===== config.mk =====
export PLATFORM = sky130hd
export DESIGN_NAME = remote_cmd_error_trigger
export DESIGN_NICKNAME = d
export VERILOG_FILES = /design/src/hw/err_queue.v /design/src/hw/trig_ctrl.v /design/src/hw/remote_cmd_error_trigger.v
export VERILOG_INCLUDE_DIRS = /design/src /design/src/include
export SDC_FILE = /design/constraint.sdc
export NUM_CORES = 1
export LEC_CHECK = 0
export BUFFER_PORTS_ARGS = -buffer_cell sky130_fd_sc_hd__buf_2
export CELL_PAD_IN_SITES_DETAIL_PLACEMENT = 0
export CELL_PAD_IN_SITES_GLOBAL_PLACEMENT = 1
export CORE_MARGIN = 4
export CORE_UTILIZATION = 54
export CTS_BUF_LIST = sky130_fd_sc_hd__clkbuf_8
export DETAILED_ROUTE_END_ITERATION = 8
export PLACE_DENSITY = 0.82
export SLEW_MARGIN = 20
export SYNTH_ARGS = -nofsm -noshare
export SYNTH_HDL_FRONTEND = slang
export SYNTH_HIERARCHICAL = 1
export SYNTH_SLANG_ARGS = --single-unit

===== constraint.sdc =====
create_clock -name clk_sys_i -period 10.3 [get_ports clk_sys_i]
set_clock_uncertainty 0.05 [all_clocks]
set_input_delay 2.06 -clock clk_sys_i [delete_from_list [all_inputs] [get_ports clk_sys_i]]
set_output_delay 2.06 -clock clk_sys_i [all_outputs]
set_load 0.02 [all_outputs]

===== src/include/remote_cmd_map.vh =====
// Register map, error codes and command codes of the remote command block.
// Assumes a 32-bit AXI4-Lite slave with word-aligned registers.
`ifndef REMOTE_CMD_MAP_VH
`define REMOTE_CMD_MAP_VH

// Register byte offsets
`define REG_CMD_OFS 4'h0
`define REG_CFG_OFS 4'h4
`define REG_STATUS_OFS 4'h8
`define REG_ERRQ_OFS 4'hC

// Command register field
`define CMD_CODE_MSB 3
`define CMD_ARG_BIT 8

// Command codes written to the command register
`define CMD_NONE 4'h0
`define CMD_INIT 4'h1
`define CMD_READ 4'h2
`define CMD_MEAS 4'h3
`define CMD_FETCH 4'h4
`define CMD_TRG 4'h5
`define CMD_CLS 4'h6
`define CMD_RST 4'h7
`define CMD_DCL 4'h8
`define CMD_TALK 4'h9
`define CMD_QUERY 4'hA
`define CMD_NULLREF 4'hB
`define CMD_EXPO 4'hC
`define CMD_CONF 4'hD
`define CMD_DONE 4'hE
`define CMD_BIGOUT 4'hF

// Configuration register fields
`define CFG_SRC_LSB 0
`define CFG_SRC_MSB 1
`define CFG_MATH_EN_BIT 2
`define CFG_MATH_OP_LSB 4
`define CFG_MATH_OP_MSB 6
`define CFG_FUNC_LSB 8
`define CFG_FUNC_MSB 11
`define CFG_LOCAL_BIT 12
`define CFG_AUTORANGE_BIT 13
`define CFG_FIXRES_BIT 14
`define CFG_SCNT_LSB 16
`define CFG_SCNT_MSB 23
`define CFG_TCNT_LSB 24
`define CFG_TCNT_MSB 31
`define CFG_RESET 32'h0000_2000

// Trigger sources
`define SRC_IMM 2'h0
`define SRC_BUS 2'h1
`define SRC_EXT 2'h2

// Functions that forbid math
`define FUNC_CONT 4'h8
`define FUNC_DIODE 4'h9
// Math operations valid only for voltage-like functions
`define MATH_DB 3'h5
`define MATH_DBM 3'h6

// Error codes, 16-bit signed
`define ERR_NONE 16'h0000
`define ERR_OVERFLOW_NUM 16'hFF85
`define ERR_TRG_IGN 16'hFF2D
`define ERR_TRG_DEADLOCK 16'hFF2B
`define ERR_INIT_IGN 16'hFF2A
`define ERR_CONFLICT 16'hFF23
`define ERR_STALE 16'hFF1A
`define ERR_TOO_MANY 16'hFEA2
`define ERR_Q_INTR 16'hFE66
`define ERR_Q_UNTERM 16'hFE5C
`define ERR_Q_DEADLOCK 16'hFE52
`define ERR_NO_MEM 16'h0213
`define ERR_OVLD_REF 16'h021C
`define ERR_LOCAL 16'h0226

// Limits
`define EXP_LIMIT 16'd32000
`define MEM_READINGS 17'd512
`define QUEUE_DEPTH 20

`endif


===== src/hw/err_queue.v =====
// Error queue with overflow marker, first in first out.
// Assumes one push and one pop request at most per cycle.
`timescale 1ns/1ps
`include "remote_cmd_map.vh"
module err_queue #(
  parameter DEPTH = `QUEUE_DEPTH,
  parameter AW = 5
) (
  input wire clk_sys_i,
  input wire rst_b_i,
  input wire clr_i,
  input wire push_i,
  input wire [15:0] code_i,
  input wire pop_i,
  output reg [15:0] head_o,
  output reg nonempty_o,
  output reg new_err_o
);
  reg [15:0] mem [0:DEPTH-1];
  reg [AW-1:0] rd_reg;
  reg [AW-1:0] wr_reg;
  reg [AW:0] cnt_reg;
  reg full_lock_reg;
  localparam [AW-1:0] LAST_SLOT = DEPTH - 1;
  wire do_pop;
  wire do_push;
  wire [AW-1:0] rd_inc;
  wire [AW-1:0] wr_inc;
  wire [AW-1:0] last_ptr;

  assign do_pop = pop_i && (cnt_reg != {(AW+1){1'b0}});
  // Once overflowed nothing more goes in until a slot is freed
  assign do_push = push_i && !full_lock_reg;
  assign rd_inc = (rd_reg == DEPTH - 1) ? {AW{1'b0}} : rd_reg + 1'b1;
  assign wr_inc = (wr_reg == DEPTH - 1) ? {AW{1'b0}} : wr_reg + 1'b1;
  assign last_ptr = (wr_reg == {AW{1'b0}}) ? LAST_SLOT : wr_reg - 1'b1;

  always @(posedge clk_sys_i) begin
    if (do_push && !clr_i) begin
      if (cnt_reg == DEPTH) begin
        mem[last_ptr] <= `ERR_TOO_MANY;
      end else begin
        mem[wr_reg] <= code_i;
      end
    end
  end

  always @(posedge clk_sys_i or negedge rst_b_i) begin
    if (!rst_b_i) begin
      rd_reg <= {AW{1'b0}};
      wr_reg <= {AW{1'b0}};
      cnt_reg <= {(AW+1){1'b0}};
      full_lock_reg <= 1'b0;
      new_err_o <= 1'b0;
    end else if (clr_i) begin
      rd_reg <= {AW{1'b0}};
      wr_reg <= {AW{1'b0}};
      cnt_reg <= {(AW+1){1'b0}};
      full_lock_reg <= 1'b0;
      new_err_o <= 1'b0;
    end else begin
      new_err_o <= push_i;
      if (do_pop) begin
        rd_reg <= rd_inc;
        full_lock_reg <= 1'b0;
      end
      if (do_push && cnt_reg == DEPTH && !do_pop) begin
        full_lock_reg <= 1'b1;
      end
      if (do_push && cnt_reg != DEPTH) begin
        wr_reg <= wr_inc;
      end
      if (do_push && cnt_reg != DEPTH && !do_pop) begin
        cnt_reg <= cnt_reg + 1'b1;
      end else if (do_pop && !(do_push && cnt_reg != DEPTH)) begin
        cnt_reg <= cnt_reg - 1'b1;
      end
    end
  end

  always @* begin
    nonempty_o = (cnt_reg != {(AW+1){1'b0}});
    head_o = nonempty_o ? mem[rd_reg] : `ERR_NONE;
  end
endmodule


===== src/hw/trig_ctrl.v =====
// Trigger arm state machine: idle, wait-for-trigger, measuring.
// Assumes one-cycle command pulses from the interpreter.
`timescale 1ns/1ps
module trig_ctrl (
  input wire clk_sys_i,
  input wire rst_b_i,
  input wire arm_i,
  input wire halt_i,
  input wire trig_i,
  input wire done_i,
  output reg waiting_o,
  output reg running_o,
  output reg start_o
);
  localparam ST_IDLE = 2'd0;
  localparam ST_WAIT = 2'd1;
  localparam ST_MEAS = 2'd2;
  reg [1:0] state_reg;
  reg [1:0] state_next;

  always @* begin
    state_next = state_reg;
    case (state_reg)
      ST_IDLE: begin
        if (arm_i) begin
          state_next = ST_WAIT;
        end
      end
      ST_WAIT: begin
        if (trig_i) begin
          state_next = ST_MEAS;
        end
      end
      ST_MEAS: begin
        if (done_i) begin
          state_next = ST_IDLE;
        end
      end
      default: begin
        state_next = ST_IDLE;
      end
    endcase
    if (halt_i) begin
      state_next = ST_IDLE;
    end
  end

  always @(posedge clk_sys_i or negedge rst_b_i) begin
    if (!rst_b_i) begin
      state_reg <= ST_IDLE;
      start_o <= 1'b0;
    end else begin
      state_reg <= state_next;
      start_o <= (state_reg == ST_WAIT) && trig_i && !halt_i;
    end
  end

  always @* begin
    waiting_o = (state_reg == ST_WAIT);
    running_o = (state_reg != ST_IDLE);
  end
endmodule


===== src/hw/remote_cmd_error_trigger.v =====
// Remote command interpreter: trigger arming, error detection, error queue.
// Assumes an AXI4-Lite master and decoded commands written as codes.
`timescale 1ns/1ps
`include "remote_cmd_map.vh"
module remote_cmd_error_trigger (
  input wire clk_sys_i,
  input wire rst_b_i,
  input wire [3:0] s_axi_awaddr,
  input wire s_axi_awvalid,
  output reg s_axi_awready,
  input wire [31:0] s_axi_wdata,
  input wire [3:0] s_axi_wstrb,
  input wire s_axi_wvalid,
  output reg s_axi_wready,
  output reg [1:0] s_axi_bresp,
  output reg s_axi_bvalid,
  input wire s_axi_bready,
  input wire [3:0] s_axi_araddr,
  input wire s_axi_arvalid,
  output reg s_axi_arready,
  output reg [31:0] s_axi_rdata,
  output reg [1:0] s_axi_rresp,
  output reg s_axi_rvalid,
  input wire s_axi_rready,
  input wire ext_trig_i,
  input wire in_buf_full_i,
  output reg err_lamp_o,
  output reg beep_o,
  output reg meas_start_o,
  output reg to_output_o
);
  ////////////////////////////////////////////////////////////////////////
  reg [31:0] cfg_reg;
  reg [31:0] cmd_arg_reg;
  reg cmd_stb_reg;
  reg [3:0] cmd_code_reg;
  reg [9:0] mem_cnt_reg;
  reg out_pend_reg;
  reg meas_direct_reg;
  reg [15:0] err_code;
  reg err_push;
  reg q_pop;
  reg aw_got_reg;
  reg w_got_reg;
  reg [3:0] aw_addr_reg;
  reg [31:0] w_data_reg;
  reg [3:0] w_strb_reg;
  wire [15:0] q_head;
  wire q_nonempty;
  wire q_new;
  wire waiting;
  wire running;
  wire start;
  wire [1:0] src;
  wire [16:0] product;
  wire is_arm;
  wire trg_fire;
  wire math_bad;
  wire q_clr;
  wire halt;
  wire done;
  wire do_write;
  wire [31:0] cfg_wmask;
  wire [31:0] cfg_cand;

  assign src = cfg_reg[`CFG_SRC_MSB:`CFG_SRC_LSB];
  assign product = cfg_reg[`CFG_SCNT_MSB:`CFG_SCNT_LSB] * cfg_reg[`CFG_TCNT_MSB:`CFG_TCNT_LSB];
  assign is_arm = cmd_stb_reg && (cmd_code_reg == `CMD_INIT || cmd_code_reg == `CMD_READ ||
                  cmd_code_reg == `CMD_MEAS);
  assign q_clr = cmd_stb_reg && cmd_code_reg == `CMD_CLS;
  assign halt = cmd_stb_reg && cmd_code_reg == `CMD_DCL;
  assign done = cmd_stb_reg && cmd_code_reg == `CMD_DONE;

  ////////////////////////////////////////////////////////////////////////
  // source selection
  // trigger gated by the wait state inside trig_ctrl
  assign trg_fire = waiting && ((src == `SRC_IMM) ||
                    (src == `SRC_EXT && ext_trig_i) ||
                    (src == `SRC_BUS && cmd_stb_reg && cmd_code_reg == `CMD_TRG));

  trig_ctrl u_trig (
    .clk_sys_i(clk_sys_i),
    .rst_b_i(rst_b_i),
    .arm_i(is_arm && !err_push),
    .halt_i(halt),
    .trig_i(trg_fire),
    .done_i(done),
    .waiting_o(waiting),
    .running_o(running),
    .start_o(start)
  );

  err_queue u_queue (
    .clk_sys_i(clk_sys_i),
    .rst_b_i(rst_b_i),
    .clr_i(q_clr),
    .push_i(err_push),
    .code_i(err_code),
    .pop_i(q_pop),
    .head_o(q_head),
    .nonempty_o(q_nonempty),
    .new_err_o(q_new)
  );

  ////////////////////////////////////////////////////////////////////////
  // Error detection; one error per command, first match wins
  always @* begin
    err_code = `ERR_NONE;
    err_push = 1'b0;
    if (cmd_stb_reg) begin
      case (cmd_code_reg)
        `CMD_READ: begin
          if (cfg_reg[`CFG_LOCAL_BIT]) begin
            err_code = `ERR_LOCAL;
            err_push = 1'b1;
          end else if (src == `SRC_BUS) begin
            err_code = `ERR_TRG_DEADLOCK;
            err_push = 1'b1;
          end else if (running) begin
            err_code = `ERR_INIT_IGN;
            err_push = 1'b1;
          end else if (out_pend_reg) begin
            err_code = `ERR_Q_INTR;
            err_push = 1'b1;
          end
        end
        `CMD_INIT, `CMD_MEAS: begin
          if (running) begin
            err_code = `ERR_INIT_IGN;
            err_push = 1'b1;
          end else if (cmd_code_reg == `CMD_INIT && product > `MEM_READINGS) begin
            err_code = `ERR_NO_MEM;
            err_push = 1'b1;
          end else if (cmd_code_reg == `CMD_MEAS && out_pend_reg) begin
            err_code = `ERR_Q_INTR;
            err_push = 1'b1;
          end
        end
        `CMD_TRG: begin
          if (!(waiting && src == `SRC_BUS)) begin
            err_code = `ERR_TRG_IGN;
            err_push = 1'b1;
          end
        end
        `CMD_FETCH: begin
          if (mem_cnt_reg == 10'd0) begin
            err_code = `ERR_STALE;
            err_push = 1'b1;
          end else if (out_pend_reg) begin
            err_code = `ERR_Q_INTR;
            err_push = 1'b1;
          end
        end
        `CMD_QUERY: begin
          if (out_pend_reg) begin
            err_code = `ERR_Q_INTR;
            err_push = 1'b1;
          end
        end
        `CMD_TALK: begin
          if (!out_pend_reg) begin
            err_code = `ERR_Q_UNTERM;
            err_push = 1'b1;
          end
        end
        `CMD_BIGOUT: begin
          if (in_buf_full_i) begin
            err_code = `ERR_Q_DEADLOCK;
            err_push = 1'b1;
          end
        end
        `CMD_NULLREF: begin
          if (cmd_arg_reg[0]) begin
            err_code = `ERR_OVLD_REF;
            err_push = 1'b1;
          end
        end
        `CMD_EXPO: begin
          if (cmd_arg_reg[15:0] > `EXP_LIMIT) begin
            err_code = `ERR_OVERFLOW_NUM;
            err_push = 1'b1;
          end
        end
        `CMD_CONF: begin
          if (cfg_reg[`CFG_AUTORANGE_BIT] && cfg_reg[`CFG_FIXRES_BIT]) begin
            err_code = `ERR_CONFLICT;
            err_push = 1'b1;
          end
        end
        default: begin
          err_push = 1'b0;
        end
      endcase
    end
    if (math_bad && !err_push) begin
      err_code = `ERR_CONFLICT;
      err_push = 1'b1;
    end
  end

  ////////////////////////////////////////////////////////////////////////
  // math op not valid for function: write taken with math enable cleared, conflict error queued
  assign cfg_wmask = {{8{w_strb_reg[3]}}, {8{w_strb_reg[2]}},
                      {8{w_strb_reg[1]}}, {8{w_strb_reg[0]}}};
  assign do_write = aw_got_reg && w_got_reg && !s_axi_bvalid;
  assign cfg_cand = (cfg_reg & ~cfg_wmask) | (w_data_reg & cfg_wmask);
  assign math_bad = do_write && aw_addr_reg == `REG_CFG_OFS && cfg_cand[`CFG_MATH_EN_BIT] &&
                    (cfg_cand[`CFG_FUNC_MSB:`CFG_FUNC_LSB] == `FUNC_CONT ||
                     cfg_cand[`CFG_FUNC_MSB:`CFG_FUNC_LSB] == `FUNC_DIODE ||
                     ((cfg_cand[`CFG_MATH_OP_MSB:`CFG_MATH_OP_LSB] == `MATH_DB ||
                       cfg_cand[`CFG_MATH_OP_MSB:`CFG_MATH_OP_LSB] == `MATH_DBM) &&
                      cfg_cand[`CFG_FUNC_MSB:`CFG_FUNC_LSB] > 4'h4));

  ////////////////////////////////////////////////////////////////////////
  // AXI4-Lite write: address and data taken in either order
  always @(posedge clk_sys_i or negedge rst_b_i) begin
    if (!rst_b_i) begin
      s_axi_awready <= 1'b1;
      s_axi_wready <= 1'b1;
      s_axi_bvalid <= 1'b0;
      s_axi_bresp <= 2'b00;
      aw_got_reg <= 1'b0;
      w_got_reg <= 1'b0;
      aw_addr_reg <= 4'h0;
      w_data_reg <= 32'h0000_0000;
      w_strb_reg <= 4'h0;
      cfg_reg <= `CFG_RESET;
      cmd_stb_reg <= 1'b0;
      cmd_code_reg <= `CMD_NONE;
      cmd_arg_reg <= 32'h0000_0000;
    end else begin
      cmd_stb_reg <= 1'b0;
      if (s_axi_awvalid && s_axi_awready) begin
        aw_addr_reg <= s_axi_awaddr;
        aw_got_reg <= 1'b1;
        s_axi_awready <= 1'b0;
      end
      if (s_axi_wvalid && s_axi_wready) begin
        w_data_reg <= s_axi_wdata;
        w_strb_reg <= s_axi_wstrb;
        w_got_reg <= 1'b1;
        s_axi_wready <= 1'b0;
      end
      if (do_write) begin
        s_axi_bvalid <= 1'b1;
        s_axi_bresp <= 2'b00;
        if (aw_addr_reg == `REG_CMD_OFS) begin
          cmd_stb_reg <= w_strb_reg[0];
          cmd_code_reg <= w_data_reg[`CMD_CODE_MSB:0];
          cmd_arg_reg <= {16'h0000, w_data_reg[31:16]};
          cmd_arg_reg[0] <= w_data_reg[`CMD_ARG_BIT] | w_data_reg[16];
        end else if (aw_addr_reg == `REG_CFG_OFS) begin
          cfg_reg <= cfg_cand;
          if (math_bad) begin
            cfg_reg[`CFG_MATH_EN_BIT] <= 1'b0;
          end
        end else if (aw_addr_reg != `REG_STATUS_OFS && aw_addr_reg != `REG_ERRQ_OFS) begin
          s_axi_bresp <= 2'b10;
        end
      end
      if (cmd_stb_reg && cmd_code_reg == `CMD_NULLREF && cmd_arg_reg[0]) begin
        cfg_reg[`CFG_MATH_EN_BIT] <= 1'b0;
      end
      if (s_axi_bvalid && s_axi_bready) begin
        s_axi_bvalid <= 1'b0;
        aw_got_reg <= 1'b0;
        w_got_reg <= 1'b0;
        s_axi_awready <= 1'b1;
        s_axi_wready <= 1'b1;
      end
    end
  end

  ////////////////////////////////////////////////////////////////////////
  // AXI4-Lite read; reading the queue register pops one entry
  always @(posedge clk_sys_i or negedge rst_b_i) begin
    if (!rst_b_i) begin
      s_axi_arready <= 1'b1;
      s_axi_rvalid <= 1'b0;
      s_axi_rdata <= 32'h0000_0000;
      s_axi_rresp <= 2'b00;
      q_pop <= 1'b0;
    end else begin
      q_pop <= 1'b0;
      if (s_axi_arvalid && s_axi_arready) begin
        s_axi_arready <= 1'b0;
        s_axi_rvalid <= 1'b1;
        s_axi_rresp <= 2'b00;
        case (s_axi_araddr)
          `REG_CMD_OFS: begin
            s_axi_rdata <= {28'h0000000, cmd_code_reg};
          end
          `REG_CFG_OFS: begin
            s_axi_rdata <= cfg_reg;
          end
          `REG_STATUS_OFS: begin
            s_axi_rdata <= {16'h0000, mem_cnt_reg, 2'b00, out_pend_reg, q_nonempty,
                            running, waiting};
          end
          `REG_ERRQ_OFS: begin
            s_axi_rdata <= {{16{q_head[15]}}, q_head};
            q_pop <= 1'b1;
          end
          default: begin
            s_axi_rdata <= 32'h0000_0000;
            s_axi_rresp <= 2'b10;
          end
        endcase
      end
      if (s_axi_rvalid && s_axi_rready) begin
        s_axi_rvalid <= 1'b0;
        s_axi_arready <= 1'b1;
      end
    end
  end

  ////////////////////////////////////////////////////////////////////////
  // Reading memory and output buffer bookkeeping
  always @(posedge clk_sys_i or negedge rst_b_i) begin
    if (!rst_b_i) begin
      mem_cnt_reg <= 10'd0;
      out_pend_reg <= 1'b0;
      meas_direct_reg <= 1'b0;
      err_lamp_o <= 1'b0;
      beep_o <= 1'b0;
      meas_start_o <= 1'b0;
      to_output_o <= 1'b0;
    end else begin
      err_lamp_o <= q_nonempty;
      beep_o <= q_new;
      meas_start_o <= start;
      to_output_o <= start && meas_direct_reg;
      // Set wins over talk
      if (cmd_stb_reg && (cmd_code_reg == `CMD_TALK || cmd_code_reg == `CMD_BIGOUT ||
          cmd_code_reg == `CMD_DCL)) begin
        out_pend_reg <= 1'b0;
      end
      if (is_arm && !err_push) begin
        meas_direct_reg <= (cmd_code_reg != `CMD_INIT);
        if (cmd_code_reg == `CMD_INIT) begin
          mem_cnt_reg <= 10'd0;
        end
      end
      if (start) begin
        if (meas_direct_reg) begin
          out_pend_reg <= 1'b1;
        end else if (mem_cnt_reg != 10'd512) begin
          mem_cnt_reg <= mem_cnt_reg + 10'd1;
        end
      end
      if (cmd_stb_reg && cmd_code_reg == `CMD_FETCH && mem_cnt_reg != 10'd0) begin
        mem_cnt_reg <= 10'd0;
        out_pend_reg <= 1'b1;
      end
      if (cmd_stb_reg && cmd_code_reg == `CMD_QUERY) begin
        out_pend_reg <= 1'b1;
      end
    end
  end
endmodule


==> qor.yml, run 1 <==
outcome: "finished, final reports clean"
hold_slack_ns: 0.317
hold_buffers: 0
core_area_um2: 42000
postCtsSetupRepairBufs: 0
crit_type: "flop to flop"
overflow: 0
ctsRootBufferMaster: "clkbuf_8"
ys_seq_area_share_pct: 60.6
critPathCaptureType: "flop"
synth_top_family_by_area: "multiplexers"
fin_area_um2: 25700
antenna-diode-count: 0
post_synth_num_cell_types: 80
drtIter0Drc: 1283
cts_tree: "yes"
final_max_slew_viol_count: 0
drive_gt1_share_pct: 24.8
yosysTopAreaCellShare_pct: 41.8
die_height_um: 214
routed_wl_um: 52900
syn_area_um2: 23000
synthAdderAreaFrac_pct: 5.67
clock_latency_ns: 0.67
dieArea_um2: 45900
nFillCells: 3193
worstHoldPathCells: 0
tightest_slew_ns: 1.13
area_growth_pct: 11.9
synth_commonest_cells: "edfxtp_1, dfrtp_1, mux2_2, nand2_1, mux4_2"
synth_top_area_cell: "edfxtp_1"
maxCapViolCount: 0
cp_max_fo: 26
cp.required_ns: 10.60
p_per_area_nw_per_um2: 204
nets: 1869
ios: 98
synthCells: 1607
synth_warnings: 6
async_reset_ff_share_pct: 35.0
clock_path_buffers: 3
p_leak_nw: 10.6
cp.arrival_ns: 8.21
largest_reg_flops: 320
gp_congestion: 0.883
clock-sinks: 492
wl_per_cell_um: 22.6
ant_nets: 0
yosys.area_share.simple_pct: 8.43
ir_drop_v: 0.000190
hpwl_um: 35500
cts_buffers: 81
regArea_um2: 13900
io_buffer_count: 95
multiInputGateArea_um2: 8490
fp.dieW_um: 214
slew_headroom_pct: 24.6
synth.top_cells.by_area: "edfxtp_1, dfrtp_1, mux4_2"
cts-htree-levels: 3
synthFlopType: "edfxtp_1"
rsz0062_at_grt: "no"
worstRegToRegCells: 23
synth_compound_area_share_pct: 7.99
pre_cts_ws_ns: 2.17
dpl_cell_area_um2: 24100
setup_ws_ns: 2.40
fmax_ghz: 0.127
firstDrtPassIters: 5
antenna_found_initial: 0
hp-class: "flop to flop"
finalSetupViolations: 0
start_kind: "flop"
grt_use_total_pct: 23.2
synthXorXnorAreaFrac_pct: 0.719
cts.clk_slew.worst_paths_ns: 0.06
start_util_pct: 54.7
grt_pass1_wl_um: 82900
vias_per_cell: 6.01
core.rowCount: 75
hold_viol: 0
synth-edff-count: 320
drc: 0
avgSynthCellArea_um2: 14.3
vias: 14078
synth_mux_area_share_pct: 13.9
setup_tns_ns: 0
fin_cells: 2341
grt_pass1_vias: 14196
place_inst: 2190
yosysMostFrequentCell: "edfxtp_1"
grt_max_degree: 93
fin_crit_sh_pct: 76.7
synth_seq_cells: 492
cts_resized: 0
period_minus_slack_ns: 7.90
[cells in the final DEF (no fill, tap or decap), types with 13 or more instances in the layout]
cell type,n
dfrtp_1,165
nor4_1,13
o22ai_1,19
mux4_2,84
buf_2,94
clkbuf_8,90
inv_1,110
ha_1,45
mux2_2,95
nand2b_1,19
nor2_1,63
a21oi_1,65
nor2b_1,13
fa_1,37
nand2_1,93
o21ai_0,78
o31ai_1,13
edfxtp_1,320
and2_1,66
buf_4,29
nor3_1,24
a211oi_1,24
mux2i_1,21
[path summary, 6_finish.rpt]
kind,startpoint,end,slack (ns)
worst max-delay path,flop,u_queue/mem[5][2],2.40
worst min-delay path,u_trig/start_o,meas_start_o,0.32
worst max register to register,flop,u_queue/mem[5][2],2.40
min in group asynchronous,rst_b_i,beep_o,1.40
worst min register to register,u_trig/start_o,meas_start_o,0.32
max in group asynchronous,rst_b_i,w_data_reg[6],7.47
[cells by family (layout without fill, tap and decap cells)]
kind of cell,count (synthesis),in the layout
AO/OA/AOI/OAI,282,282
XOR/XNOR,18,18
adder cells (fa/ha/maj),82,82
buffers and inverters,161,355
flip-flops,492,492
multiplexers,201,201
other,1,2
AND/OR/NAND/NOR,370,370
[report_power, final]
group	internal, mW	leakage [nW]	total, mW	switching [mW]
sequential	2.32	5.66	2.61	0.287
clock	0.889	0.949	1.68	0.790
combinational	0.435	4.01	0.948	0.513
[per-stage QoR]
stage               total power, mW  util [%]
global placement               3.57      57.3
floorplan                      3.26         -
finish                         5.23      61.1
global route                   5.52      61.1
CTS                            5.28      61.1
detailed placement             3.59      57.3
[metal layers]
metal | vias to the layer above | wire length, um | GRT usage, %
li1 | 6333 | - | -
met4 | 0 | 2090 | 9.94
met1 | 7129 | 22500 | 32.5
met3 | 124 | 3410 | 5.00
met5 | - | 0 | 0
met2 | 492 | 24900 | 35.6
[area by class of cell]
cell class,instances,share of cell area (%)
inverters,79,1.15
clock inverters,61,1.43
flip-flops and latches,492,54.2
well taps,539,2.62
repair buffers,125,2.76
multi-input cells,955,33.0
clock buffers,90,4.82
[worst max-delay path: stages (launching register included)]
cell and delay (ns):
dfrtp_1 0.52, nand2_1 0.13, fa_1 0.52, fa_1 0.56
inv_1 0.05, fa_1 0.48, inv_1 0.05, fa_1 0.48
inv_1 0.04, ha_1 0.37, a21o_1 0.25, a31oi_4 0.21
a211oi_2 0.12, or3_1 0.37, a2111oi_2 0.42, nand4_2 0.32
a221oi_4 0.46, inv_1 0.14, nor3b_2 0.22, a21boi_2 0.31
nor4_1 0.44, o211ai_1 0.26, nor2_1 0.52, buf_4 0.31
Note: power is estimated with default switching activity, not from simulation.
==> inputs of run 2 (changes only) <==
==> constraint.sdc (replaced) <==
create_clock -name clk_sys_i -period 8.3 [get_ports clk_sys_i]
set_clock_uncertainty 0.05 [all_clocks]
set_input_delay 1.66 -clock clk_sys_i [delete_from_list [all_inputs] [get_ports clk_sys_i]]
set_output_delay 1.66 -clock clk_sys_i [all_outputs]
set_load 0.02 [all_outputs]
==> qor.yml, run 2 (synthesized netlist as in run 1, its figures left out) <==
outcome: "finished, final reports clean"
critPathSlowestCell: "fa_1"
wl_met1_um: 22300
final_common_cell: "edfxtp_1"
ctsRootBufferMaster: "clkbuf_8"
wl_met3_um: 3440
overflow: 0
crit_type: "flop to flop"
tightest_slew_ns: 1.12
drtIter0Drc: 1281
wl_per_cell_um: 22.7
worstRegToRegCells: 23
maxCapViolCount: 0
slew_headroom_pct: 24.8
clock_path_buffers: 3
dpl_cell_area_um2: 24100
hp-class: "flop to flop"
hold_end: "meas_start_o"
vias_per_cell: 5.99
fp.dieW_um: 214
slowest_delay_ns: 0.55
ant_nets: 0
cp.arrival_ns: 7.93
fin_util_pct: 61.2
place_inst: 2197
timing.rr.end: "u_queue/mem[5][7]"
grt_use_total_pct: 23.4
dieArea_um2: 45900
routed-wl-met2_um: 25600
cts_buffers: 80
postCtsSetupRepairBufs: 0
vias: 14038
routed.top_layer: "met4"
setup_tns_ns: 0
min_from: "u_trig/start_o"
fin_cells: 2342
grt_max_degree: 93
p_leak_nw: 10.6
fin_crit_sh_pct: 91.9
path_cells: "nand2_1 -> fa_1 -> fa_1 -> inv_1 -> fa_1 -> inv_1 -> fa_1 -> inv_1 -> ha_1 -> a21o_1 -> a31oi_4 -> a211oi_2 -> or3_1 -> a2111oi_2 -> nand4_2 -> a221oi_4 -> inv_1 -> nor3b_2 -> a21boi_2 -> nor4_1 -> o211ai_1 -> nor2_1 -> buf_4"
nFillCells: 3192
fin_area_um2: 25700
io_buffer_count: 95
ios: 98
drc: 0
grt_pass1_vias: 14448
core_area_um2: 42000
drive_gt1_share_pct: 25.0
worstHoldPathCells: 0
hold_viol: 0
die_height_um: 214
finalSetupViolations: 0
start_util_pct: 54.7
p_per_area_nw_per_um2: 253
antenna_found_initial: 0
area_growth_pct: 11.9
final_cell_mix: "edfxtp_1, dfrtp_1, inv_1, mux2_2, buf_2"
period_minus_slack_ns: 7.63
grt_pass1_wl_um: 84100
firstDrtPassIters: 5
rrSetupSlack_ns: 0.67
cts_tree: "yes"
hpwl_um: 36000
cp_max_fo: 26
largest_reg_flops: 320
pre_cts_ws_ns: 0.660
cts.clk_slew.worst_paths_ns: 0.07
gp_congestion: 0.890
fmax_ghz: 0.131
setup_ws_ns: 0.674
power_mw: 6.50
final_max_slew_viol_count: 0
ir_drop_v: 0.000228
core.rowCount: 75
critPathCaptureType: "flop"
clock-sinks: 492
routed_wl_um: 53200
nets: 1875
start_kind: "flop"
rsz0062_at_grt: "no"
cts-htree-levels: 3
clock_latency_ns: 0.67
cts_resized: 0
hold_buffers: 0
cp.required_ns: 8.60
antenna-diode-count: 0
hold_slack_ns: 0.338
## run 2: cell count changes in the layout (fill, tap and decap cells not counted), sizes merged
| cell | change |
|---|---|
| clkinvlp | +4 |
| clkinv | +8 |
| clkbuf | -7 |
| inv | -13 |
| bufinv | +2 |
| buf | +7 |
## run 2: worst max path at each step
stage               startpoint                  to  slack (ns)  depth (start not counted)
finish                    flop   u_queue/mem[5][7]        0.67                         23
floorplan                 flop   u_queue/mem[0][0]        0.82                         23
global route              flop  u_queue/mem[5][15]        0.14                         23
detailed placement        flop  u_queue/mem[5][12]        0.66                         23
global placement          flop  u_queue/mem[5][12]        0.96                         23
CTS                       flop   u_queue/mem[5][7]        0.66                         23
## run 2: report_power, final
part | leakage [nW] | total (mW) | switching [mW] | internal (mW)
Combinational | 4.02 | 1.19 | 0.648 | 0.541
Sequential | 5.66 | 3.23 | 0.354 | 2.88
Clock | 0.886 | 2.08 | 0.977 | 1.10
## run 2: area by class of cell
cell class              count  area, um^2  share of cell area [%]
well taps                 539         674                    2.62
clock inverters            62         439                    1.71
inverters                  79         297                    1.15
repair buffers            132         763                    2.97
multi-input cells         955        8470                    32.9
flip-flops and latches    492       13900                    54.2
clock buffers              83        1140                    4.44
## run 2: critical path: cells and delay by family, from the launching register on
kind	cells	cell delay, ns
adder cells (fa/ha/maj)	5	2.37
AO/OA/AOI/OAI	7	1.99
AND/OR/NAND/NOR	6	1.81
buffers and inverters	5	0.57
flip-flops	1	0.50
## run 2: metal layers
layer | track usage, % | vias to the layer above
met5 | 0 | -
met4 | 8.93 | 0
met3 | 4.62 | 105
met2 | 37.3 | 497
met1 | 32.3 | 7096
li1 | - | 6340
